### src/design/pss_pkg.sv
/*
  Package for the panel supply power sequencer: timing counts, ramp widths,
  sequencer states and the grouped comparator and output carriers.
  Assumes a 25 MHz system clock.
*/
package pss_pkg;

  // ****************************************************************
  // Timing
  // ****************************************************************
  localparam int CLK_HZ = 25000000;
  localparam int LOGIC_SS_MS = 3;
  localparam int MAIN_SS_MS = 13;
  localparam int GATE_SS_MS = 3;
  localparam int LOGIC_SS_CYC = LOGIC_SS_MS * (CLK_HZ / 1000);
  localparam int MAIN_SS_CYC = MAIN_SS_MS * (CLK_HZ / 1000);
  localparam int GATE_SS_CYC = GATE_SS_MS * (CLK_HZ / 1000);

  // ****************************************************************
  // Ramps
  // ****************************************************************
  localparam int RAMP_W = 8;
  localparam logic [RAMP_W-1:0] RAMP_ZERO = 8'h00;
  localparam logic [RAMP_W-1:0] RAMP_FULL = 8'hFF;

  // ****************************************************************
  // Types
  // ****************************************************************
  typedef enum {
    ST_OFF, ST_REF, ST_LDO, ST_WAIT_UV, ST_RUN, ST_FAULT
  } pss_state_type;

  // Comparator inputs, all asynchronous to the system clock
  typedef struct packed {
    logic input_supply_coarse;
    logic eeprom_supply_coarse;
    logic ref_ok;
    logic internal_ldo_rail_ok;
    logic input_supply_uvlo_ok;
    logic main_enable_pin;
    logic over_temp;
    logic temp_recovered;
    logic gate_off_discharge_input_low;
  } pss_sense_type;

  typedef struct packed {
    logic ref_en;
    logic internal_ldo_rail_en;
    logic logic_ldo_output_en;
    logic main_boost_en;
    logic gate_on_en;
    logic vcom_cal_en;
    logic amp_out_en;
    logic negative_rail_discharge;
    logic gate_off_discharge;
    logic thermal_fault;
  } pss_ctrl_type;

endpackage : pss_pkg

### src/design/pss_sequencer.sv
/*
  Power sequencer top: brings up reference and internal LDO, then times the
  logic LDO, main boost and gate-on boost soft-starts, handles thermal
  shutdown with auto restart and drives the two discharge switches.
  Assumes analog comparators on SENSE, asynchronous to CLK_SYS; RESET is the
  undervoltage lockout of the sequencer's own supply.
*/
`timescale 1ns/1ps
`default_nettype none
module pss_sequencer (
  input wire logic CLK_SYS,
  input wire logic RESET,
  input wire pss_pkg::pss_sense_type SENSE,
  output pss_pkg::pss_ctrl_type CTRL,
  output logic [pss_pkg::RAMP_W-1:0] LOGIC_LDO_TARGET,
  output logic [pss_pkg::RAMP_W-1:0] MAIN_BOOST_ILIMIT,
  output logic [pss_pkg::RAMP_W-1:0] GATE_ON_TARGET,
  output logic SEQ_DONE
);
  import pss_pkg::*;

  // ****************************************************************
  // Input synchronisers
  // ****************************************************************
  localparam int SW = $bits(pss_sense_type);
  logic [SW-1:0] sync_a, sync_b;
  pss_sense_type s;

  // Two stages; only the second is read by logic
  always_ff @(posedge CLK_SYS or posedge RESET) begin
    if (RESET) begin
      sync_a <= '0;
      sync_b <= '0;
    end else begin
      sync_a <= SENSE;
      sync_b <= sync_a;
    end
  end
  assign s = pss_sense_type'(sync_b);

  // ****************************************************************
  // Sequencer state
  // ****************************************************************
  pss_state_type state, next_state;
  // Set once the input has cleared lockout, so a later drop is a power-down
  logic uv_seen, next_uv_seen;
  logic ramp_clear;
  logic logic_done, main_done, gate_done;
  logic main_start;
  logic gate_start;

  // Either supply above its coarse level can keep the reference alive
  function automatic logic supply_coarse(input pss_sense_type v);
    supply_coarse = v.input_supply_coarse || v.eeprom_supply_coarse;
  endfunction : supply_coarse

  // Lockout drops everything back toward start; fault has its own hold
  always_comb begin
    next_state = state;
    next_uv_seen = uv_seen;
    if (s.input_supply_uvlo_ok) begin
      next_uv_seen = 1'b1;
    end
    case (state)
      ST_OFF: begin
        // Reference comes up as soon as either supply can power it
        if (supply_coarse(s)) begin
          next_state = ST_REF;
        end
      end
      ST_REF: begin
        if (!supply_coarse(s)) begin
          next_state = ST_OFF;
        end else if (s.ref_ok) begin
          next_state = ST_LDO;
        end
      end
      ST_LDO: begin
        // Internal rail must pass its own lockout before the input check
        if (!supply_coarse(s)) begin
          next_state = ST_OFF;
        end else if (s.internal_ldo_rail_ok) begin
          next_state = ST_WAIT_UV;
        end
      end
      ST_WAIT_UV: begin
        // Heat is checked first: a hot part never starts a ramp
        if (s.over_temp) begin
          next_state = ST_FAULT;
        end else if (!s.internal_ldo_rail_ok) begin
          next_state = ST_LDO;
        end else if (s.input_supply_uvlo_ok) begin
          next_state = ST_RUN;
        end
      end
      ST_RUN: begin
        if (s.over_temp) begin
          next_state = ST_FAULT;
        end else if (!s.input_supply_uvlo_ok || !s.internal_ldo_rail_ok) begin
          next_state = ST_WAIT_UV;
        end
      end
      ST_FAULT: begin
        // Hysteresis comes from the sensor's recovered flag
        if (s.temp_recovered && !s.over_temp) begin
          next_state = ST_WAIT_UV;
        end
      end
      default: next_state = ST_OFF;
    endcase
    if (next_state == ST_RUN) begin
      next_uv_seen = 1'b1;
    end
  end

  // Register sequencer state
  always_ff @(posedge CLK_SYS or posedge RESET) begin
    if (RESET) begin
      state <= ST_OFF;
      uv_seen <= 1'b0;
    end else begin
      state <= next_state;
      uv_seen <= next_uv_seen;
    end
  end

  // ****************************************************************
  // Soft-start ramps
  // ****************************************************************
  // Any exit from run zeroes all ramps, so a restart is complete
  assign ramp_clear = (state != ST_RUN);
  // Main ramp holds at zero, and starts over, while the enable pin is low
  assign main_start = s.main_enable_pin;
  // Gate ramp drops in the same cycle as the main ramp, never after it
  assign gate_start = main_done && main_start;

  // Logic LDO voltage ramp
  pss_ramp #(.CYCLES(LOGIC_SS_CYC)) u_logic_ramp (
    .CLK_SYS(CLK_SYS),
    .RESET(RESET),
    .CLEAR(ramp_clear),
    .START(1'b1),
    .LEVEL(LOGIC_LDO_TARGET),
    .DONE(logic_done)
  );

  // Main boost current-limit ramp
  pss_ramp #(.CYCLES(MAIN_SS_CYC)) u_main_ramp (
    .CLK_SYS(CLK_SYS),
    .RESET(RESET),
    .CLEAR(ramp_clear),
    .START(main_start),
    .LEVEL(MAIN_BOOST_ILIMIT),
    .DONE(main_done)
  );

  // Gate-on voltage ramp waits on main completion
  pss_ramp #(.CYCLES(GATE_SS_CYC)) u_gate_ramp (
    .CLK_SYS(CLK_SYS),
    .RESET(RESET),
    .CLEAR(ramp_clear),
    .START(gate_start),
    .LEVEL(GATE_ON_TARGET),
    .DONE(gate_done)
  );

  // ****************************************************************
  // Output controls
  // ****************************************************************
  pss_ctrl_type next_ctrl;
  logic next_seq_done;
  logic run;

  // Run is the only state in which any regulator other than the internal LDO rail may switch
  assign run = (state == ST_RUN);

  // Every enable except ref_en and internal_ldo_rail_en is gated by run, which excludes fault and lockout
  always_comb begin
    next_ctrl = '0;
    // Fault takes the reference down too; restart rechecks the rails
    next_ctrl.ref_en = (state != ST_OFF) && (state != ST_FAULT);
    next_ctrl.internal_ldo_rail_en = (state == ST_LDO) ||
        (state == ST_WAIT_UV) || run;
    next_ctrl.logic_ldo_output_en = run;
    next_ctrl.main_boost_en = run && s.main_enable_pin;
    next_ctrl.gate_on_en = run && main_done;
    next_ctrl.vcom_cal_en = run;
    next_ctrl.amp_out_en = run;
    // Only a real power-down after the input has cleared lockout, not the first startup
    next_ctrl.negative_rail_discharge = uv_seen &&
        !s.input_supply_uvlo_ok && (state != ST_FAULT);
    next_ctrl.gate_off_discharge = s.gate_off_discharge_input_low;
    next_ctrl.thermal_fault = (state == ST_FAULT);
    // The done flags are registered, so qualify with the live enable too
    next_seq_done = run && logic_done && gate_done && main_start;
  end

  // Register outputs
  always_ff @(posedge CLK_SYS or posedge RESET) begin
    if (RESET) begin
      CTRL <= '0;
      SEQ_DONE <= 1'b0;
    end else begin
      CTRL <= next_ctrl;
      SEQ_DONE <= next_seq_done;
    end
  end
endmodule : pss_sequencer
`default_nettype wire

### src/design/pss_ramp.sv
/*
  Soft-start ramp: steps an output from zero to full over a fixed number of
  clock cycles once started. Assumes start is a synchronous level and clear
  returns it to zero at once.
*/
`timescale 1ns/1ps
`default_nettype none
module pss_ramp #(
  parameter int CYCLES = 75000
) (
  input wire logic CLK_SYS,
  input wire logic RESET,
  input wire logic CLEAR,
  input wire logic START,
  output logic [pss_pkg::RAMP_W-1:0] LEVEL,
  output logic DONE
);
  import pss_pkg::*;

  // ****************************************************************
  // Step timing
  // ****************************************************************
  // Cycles per ramp step; the last step pads out the full period
  localparam int STEP = CYCLES / 255;
  localparam int CW = $clog2(CYCLES + 1);
  localparam logic [CW-1:0] STEP_C = CW'(STEP - 1);
  localparam logic [CW-1:0] TOTAL_C = CW'(CYCLES - 1);

  logic [CW-1:0] total, next_total;
  logic [CW-1:0] step, next_step;
  logic [RAMP_W-1:0] next_level;
  logic next_done;

  // Next ramp values; reset to zero on clear
  always_comb begin
    next_total = total;
    next_step = step;
    next_level = LEVEL;
    next_done = DONE;
    if (CLEAR || !START) begin
      next_total = '0;
      next_step = '0;
      next_level = RAMP_ZERO;
      next_done = 1'b0;
    end else if (!DONE) begin
      if (total == TOTAL_C) begin
        next_done = 1'b1;
        next_level = RAMP_FULL; // Full only at period end
      end else begin
        next_total = total + 1'b1;
        if (step == STEP_C) begin
          next_step = '0;
          if (LEVEL != RAMP_FULL - 1'b1) begin
            next_level = LEVEL + 1'b1;
          end
        end else begin
          next_step = step + 1'b1;
        end
      end
    end
  end

  // Register the ramp state
  always_ff @(posedge CLK_SYS or posedge RESET) begin
    if (RESET) begin
      total <= '0;
      step <= '0;
      LEVEL <= RAMP_ZERO;
      DONE <= 1'b0;
    end else begin
      total <= next_total;
      step <= next_step;
      LEVEL <= next_level;
      DONE <= next_done;
    end
  end
endmodule : pss_ramp
`default_nettype wire

### config.mk
export PLATFORM = sky130hd
export DESIGN_NAME = pss_sequencer
export DESIGN_NICKNAME = d
export VERILOG_FILES = /design/src/design/pss_pkg.sv /design/src/design/pss_sequencer.sv /design/src/design/pss_ramp.sv
export SDC_FILE = /design/constraint.sdc
export NUM_CORES = 1
export LEC_CHECK = 0
export BUFFER_PORTS_ARGS = -buffer_cell sky130_fd_sc_hd__buf_2
export CORE_ASPECT_RATIO = 0.6
export CORE_MARGIN = 2
export CORE_UTILIZATION = 35
export DETAILED_ROUTE_END_ITERATION = 10
export HOLD_SLACK_MARGIN = 0.15
export SLEW_MARGIN = 20
export SYNTH_ARGS = -nofsm -noshare
export SYNTH_HDL_FRONTEND = slang
export SYNTH_SLANG_ARGS = --single-unit
### constraint.sdc
create_clock -name CLK_SYS -period 8.2 [get_ports CLK_SYS]
set_input_delay 1.23 -clock CLK_SYS [delete_from_list [all_inputs] [get_ports CLK_SYS]]
set_output_delay 1.23 -clock CLK_SYS [all_outputs]
set_load 0.01 [all_outputs]
Word level (Yosys, flattened, before mapping)
Index checks and enable logic that the tools add are counted.
{"block": "op_classes", "add_sub_neg": 9, "n_reduce_logical": 36, "muxes": 59, "eq_ne": 27}
{"op": "2-to-1 mux 32 bit", "count": 11}
{"op": "2-to-1 mux 17 bit", "count": 14}
{"op": "case mux 32 bit (6 select lines)", "count": 1}
{"op": "2-to-1 mux 19 bit", "count": 7}
{"op": "== test 32 x 3 -> 1 bit, second input constant", "count": 4}
{"op": "2-to-1 mux 8 bit", "count": 15}
{"op": "== test 32 x 4 -> 1 bit, second input constant", "count": 3}
{"op": "adder 17 x 1 -> 17 bit, second input constant", "count": 4}
{"op": "== test 32 x 2 -> 1 bit, second input constant", "count": 2}
{"op": "!= test 32 x 4 -> 1 bit, second input constant", "count": 2}
{"op": "adder 19 x 1 -> 19 bit, second input constant", "count": 2}
{"op": "== test 17 bit, second input constant", "count": 2}
{"op": "== test 17 x 9 -> 1 bit, second input constant", "count": 2}
{"op": "== test 32 x 1 -> 1 bit, second input constant", "count": 1}
{"op": "logical NOT 32 bit", "count": 1}
{"op": "nonzero test 32 bit", "count": 1}
{"op": "adder 8 x 1 -> 8 bit, second input constant", "count": 3}
{"op": "!= test 8 bit, second input constant", "count": 3}
{"op": "== test 19 x 11 -> 1 bit, second input constant", "count": 1}
{"op": "== test 19 bit, second input constant", "count": 1}
{"op": "nonzero test 3 bit", "count": 6}
{"op": "2-to-1 mux 1 bit", "count": 11}
{"op": "logical AND 1 bit", "count": 10}
{"op": "AND reduction 3 bit", "count": 3}
{"op": "6 further kinds", "count": 21}
{"block": "word_totals", "output_inout_bits": 35, "register_bits": 193, "input_bits": 11}

Longest topological paths before layout
{"block": "logic_depth", "ltp_word": 7, "depth_mapped": 8}

Hierarchy
Synthesis repeated with hierarchy kept, for this count alone.
{"block": "unflattened", "hier_cells": 1012, "area_unflattened_um2": 9985.8}
{"mod": "pss_ramp at u_gate_ramp ...", "cells_per_inst": 291, "area_per_inst_um2": 2623.8, "instances": 2}
{"mod": "pss_ramp at u_main_ramp", "cells_per_inst": 311, "area_per_inst_um2": 2835.2, "instances": 1}
{"mod": "pss_sequencer", "cells_per_inst": 119, "area_per_inst_um2": 1903.1, "instances": 1}

Worst setup path after synthesis
No wires, ideal clock.
{"block": "synth_path", "path_kind": "register to register", "startpoint": "reg u_logic_ramp.total[0]", "endpoint": "reg u_logic_ramp.total[16]", "arrival_ns": 2.087, "required_time_ns": 8.122, "setup_ns": 0.078, "slack_ns": 6.035, "period_less_slack_ns": 2.165, "stages_incl_launch_ff": 8, "path_cell_list": "dfrtp_1 > ha_1 > and4_1 > a41o_1 > clkbuf_1 > or4_1 > or3_1 > a21oi_1"}
{"block": "synth_between", "elab_chain_len": 4}
{"item": "from (decl)", "line_no": "pss_ramp.sv:29", "text": "logic [CW-1:0] total, next_total;"}
{"item": "from (signal assigned)", "line_no": "pss_ramp.sv:71", "text": "total <= next_total;"}
{"item": "adder 17 x 1 -> 17 bit", "line_no": "pss_ramp.sv:50", "text": "next_total = total + 1'b1;"}
{"item": "2-to-1 mux 17 bit", "line_no": "pss_ramp.sv:46", "text": "if (total == TOTAL_C) begin"}
{"item": "2-to-1 mux 17 bit", "line_no": "pss_ramp.sv:45", "text": "end else if (!DONE) begin"}
{"item": "2-to-1 mux 17 bit", "line_no": "pss_ramp.sv:40", "text": "if (CLEAR || !START) begin"}
Several ways; a longest one is shown, not always the timed one. The select of a mux whose other input is x is not followed.
A chain may end at the register's enable or synchronous reset.

Worst setup path in the final report
{"block": "layout_path", "startpoint": "reg state[3]", "endpoint": "reg u_main_ramp.LEVEL[1] (netlist bit)"}
{"block": "layout_between", "elab_chain_len": 4}
{"item": "from (decl)", "line_no": "pss_sequencer.sv:44", "text": "pss_state_type state, next_state;"}
{"item": "from (signal assigned)", "line_no": "pss_sequencer.sv:122", "text": "state <= next_state;"}
{"item": "!= test 32 x 4 -> 1 bit (*)", "line_no": "pss_sequencer.sv:131", "text": "assign ramp_clear = (state != ST_RUN);"}
{"item": "logical OR 1 bit (*)", "line_no": "pss_ramp.sv:40"}
{"item": "!= test 2 bit (no source line) / nonzero test 3 bit (equally long branches)"}
{"item": "AND reduction 3 bit (no source line)"}
{"item": "to (signal assigned)", "line_no": "pss_ramp.sv:73", "text": "LEVEL <= next_level;"}
{"item": "to (decl)", "line_no": "pss_ramp.sv:15", "text": "output logic [pss_pkg::RAMP_W-1:0] LEVEL,"}
Mark *: on every way between the ends. The rest lies on a longest branch, timed or not.

==> metrics.txt <==
status=finished clean; Crit Path Max Fanout=45; critical path endpoint category=flip-flop; first-pass GRT wire length=about 38 mm; crit-path leading delay family=simple AND/OR/NAND/NOR gates; Rows=46; Setup-failing EPs final=0; Most Used Layer, Global Route=met1; YS warnings=0; crit path from=state[3]$_DFF_PP0_; vias in the first global route=~7,000; WL/cell=roughly 16 um; gpl congestion=roughly 0.81; fraction of layout cells with a size suffix above 1=10.7%; post-cts gate resize count=0; Fill cells=2,589; prevailing post-synth register cell=dfrtp_1; distinct cell type count after synthesis=66; Initial Util=35.5%; met1 Track Usage GR=27.0%; Slew Viols, Final=0; Post-Route WL=22.3 mm; non-filler cells, final=~1,400; Hold Path End=s[7]$_DFF_PP0_; Worst-Skew Late Latency=between 400 and 500 ps; Vias=around 7,500; gr usage total=17.0%; post-DR vias/cell=5.41; PnR worst setup slack=~5200 ps; total grt overflow=0; PwrDens=175 nW/um2; fin crit share=36.0%; Multi-input gate area=4340 um2; hold buffer count at cts=0; Post-CTS Setup Bufs=0; Util after Layout=40.3%; Die W=215 um; First DRT Iteration DRCs=716; Post-Syn Area=9370 um2; initial antenna violation count=0; Reg clk slew, reported paths=~80 ps; die area=28,100 um2; nets@finish=1,034; VDD IR max=107 uV; Post-synth EDFFs=0; worst path bufs/invs=3; sequential share of the synthesized area=between 50% and 60%; Max stage delay on crit path=430 ps; Yosys top cell by area=dfrtp_1; CTS Buf Count=17; CTS Sinks=roughly 190; WP data arrival=3290 ps; Core Area=26,400 um2; met3 Use GR=between 4 and 5%; Critical Path Slowest Stage Cell=nor2_1; Detail Placement HPWL=15.1 mm; Area growth syn-to-layout=13.4%; pin count of the biggest net entering global routing=130; hold wc startpoint=sync_a[7]$_DFF_PP0_; max-cap viol count=0; WP data required=8540 ps; Fin Hold WS=~350 ps; mean post-synth cell area=9.82 um2; worst slack at placement=between 5000 and 6000 ps; critical path launch point type=flip-flop; Leakage=~4.2 nW; worst hold path depth=0; CTS root buffer=clkbuf_16; Slew HR=32.7%; CP Class=flip-flop to flip-flop; Post-synth ARST share=100%; Yosys top cell area share=51.6%; Worst Skew=10.8 ps; Worst Max-Slew Pin Slew=1000 ps; worst reg-to-reg path cell count=9; gate count of the mapped netlist=~950; Diodes inserted=0; top-level port count=46; register-to-register setup slack=5250 ps; sequential cell area=4830 um2; reg2reg end=u_main_ramp.LEVEL[1]$_DFFE_PP0P_; Die Ht=131 um; drt pass-1 iters=5; RSZ-0062 raised after global routing=no; M2 GR Usage=around 22%; FF-to-FF Start=state[3]$_DFF_PP0_; fmax=between 0.3 and 0.4 GHz; CTS Buffer Depth=2; final hold vios=0; Setup TNS=0 ps; Routed Antenna Nets=0; Remaining DRCs=0; placed insts=1,349; TritonCTS clock tree=built; Final min period=2950 ps; Seq cells post-synth=between 150 and 200; Port Buf Inserts=45; H-tree depth=4; Synth area leaders=dfrtp_1 52%, a21oi_1 5.0%, nand2_1 2.8%, nor2_1 2.8%, nand3_1 2.5%; critical path cell sequence=nor4_1 -> nand4_1 -> nor2_1 -> nand2_1 -> buf_4 -> inv_2 -> nand2_1 -> buf_4 -> a221oi_1; HP Class=flip-flop to flip-flop
layout by cell type (no fill, tap or decap), types with 23 or more instances in the layout:
cell and instances:
dfrtp_1 193, conb_1 29, nand2_1 71, nor3_1 25
buf_2 45, inv_1 25, or4_1 24, nor2_1 71
nand4_1 37, xnor2_1 23, a21oi_1 94, nand3_1 47
o21ai_0 42
sequential cells by signal (all words and copies together) (netlist names):
register / count
CTRL: 8
SEQ_DONE: 1
s: 9
state: 32
sync_a: 9
u_gate_ramp.DONE: 1
u_gate_ramp.LEVEL: 8
u_gate_ramp.step: 17
u_gate_ramp.total: 17
u_logic_ramp.DONE: 1
u_logic_ramp.LEVEL: 8
u_logic_ramp.step: 17
u_logic_ramp.total: 17
u_main_ramp.DONE: 1
u_main_ramp.LEVEL: 8
u_main_ramp.step: 19
u_main_ramp.total: 19
uv_seen: 1
worst max-delay path by stage:
| stage | endpoint | slack (ps) | depth (start not counted) |
|---|---|---|---|
| after floorplan | CTRL[0]$_DFF_PP0_ | 1710 | 1 |
| after global placement | u_main_ramp.step[3]$_DFFE_PP0P_ | 5300 | 3 |
| after detailed placement | sync_a[6]$_DFF_PP0_ | 5250 | 3 |
| after CTS | u_main_ramp.LEVEL[1]$_DFFE_PP0P_ | 5180 | 9 |
| after global routing | u_main_ramp.LEVEL[1]$_DFFE_PP0P_ | 4960 | 9 |
| final | u_main_ramp.LEVEL[1]$_DFFE_PP0P_ | 5250 | 9 |
stage by stage:
| step | total power (W) | cell area [um2] |
|---|---|---|
| after floorplan | 0.00100 | 9470 |
| after global placement | 0.00101 | 10000 |
| after detailed placement | 0.00101 | 10000 |
| after CTS | 0.00188 | 10600 |
| after global routing | 0.00193 | 10600 |
| final | 0.00185 | 10600 |
power breakdown:
part	total, W	switching, W	internal [W]
sequential	0.000968	0.00000458	0.000963
combinational	0.0000258	0.0000219	0.00000386
clock	0.000860	0.000398	0.000462
synthesized netlist by cell type (all sizes together), types with 6 or more instances:
master and number:
buf 7, nand3 47, a22oi 7, nor4b 6
nor2 71, dfrtp 193, a211oi 7, clkbuf 40
inv 28, xor2 18, nor4 18, ha 15
or3 20, and2 11, nand4 37, xnor2 23
o221a 8, and4 17, or4b 6, a31oi 6
nor3 26, or4 24, o21ai 45, nand2 71
o31ai 15, a21oi 94, and3 20
per-layer routing:
| layer | routed length, um | vias to the layer above | part of all wire, % |
|---|---|---|---|
| met4 | 260 | 0 | 1.2 |
| met5 | 0 | - | 0 |
| met3 | 1140 | 19 | 5.1 |
| met1 | 12100 | 3664 | 54 |
| li1 | - | 3622 | - |
| met2 | 8840 | 162 | 40 |
cell families (layout without fill, tap and decap cells):
logic type      Yosys count  after routing  synth area share, %
compound gates          222            222                 14.8
simple gates            406            406                 24.4
flops                   193            193                 51.6
fa+ha+maj                15             15                 2.00
xor+xnor                 41             41                 3.83
other cells               1             29               0.0400
mux                       1              1                0.120
buf+inv                  75            114                 3.26
area by class of cell:
class                   instances  area share (%)
inverters                      28            1.06
multi-input cells             714            40.9
clock buffers                  19            4.08
flip-flops and latches        193            45.5
well taps                     360            4.24
repair buffers                 54            2.76
clock inverters                13            1.54
Note: power is estimated with default switching activity, not from simulation.
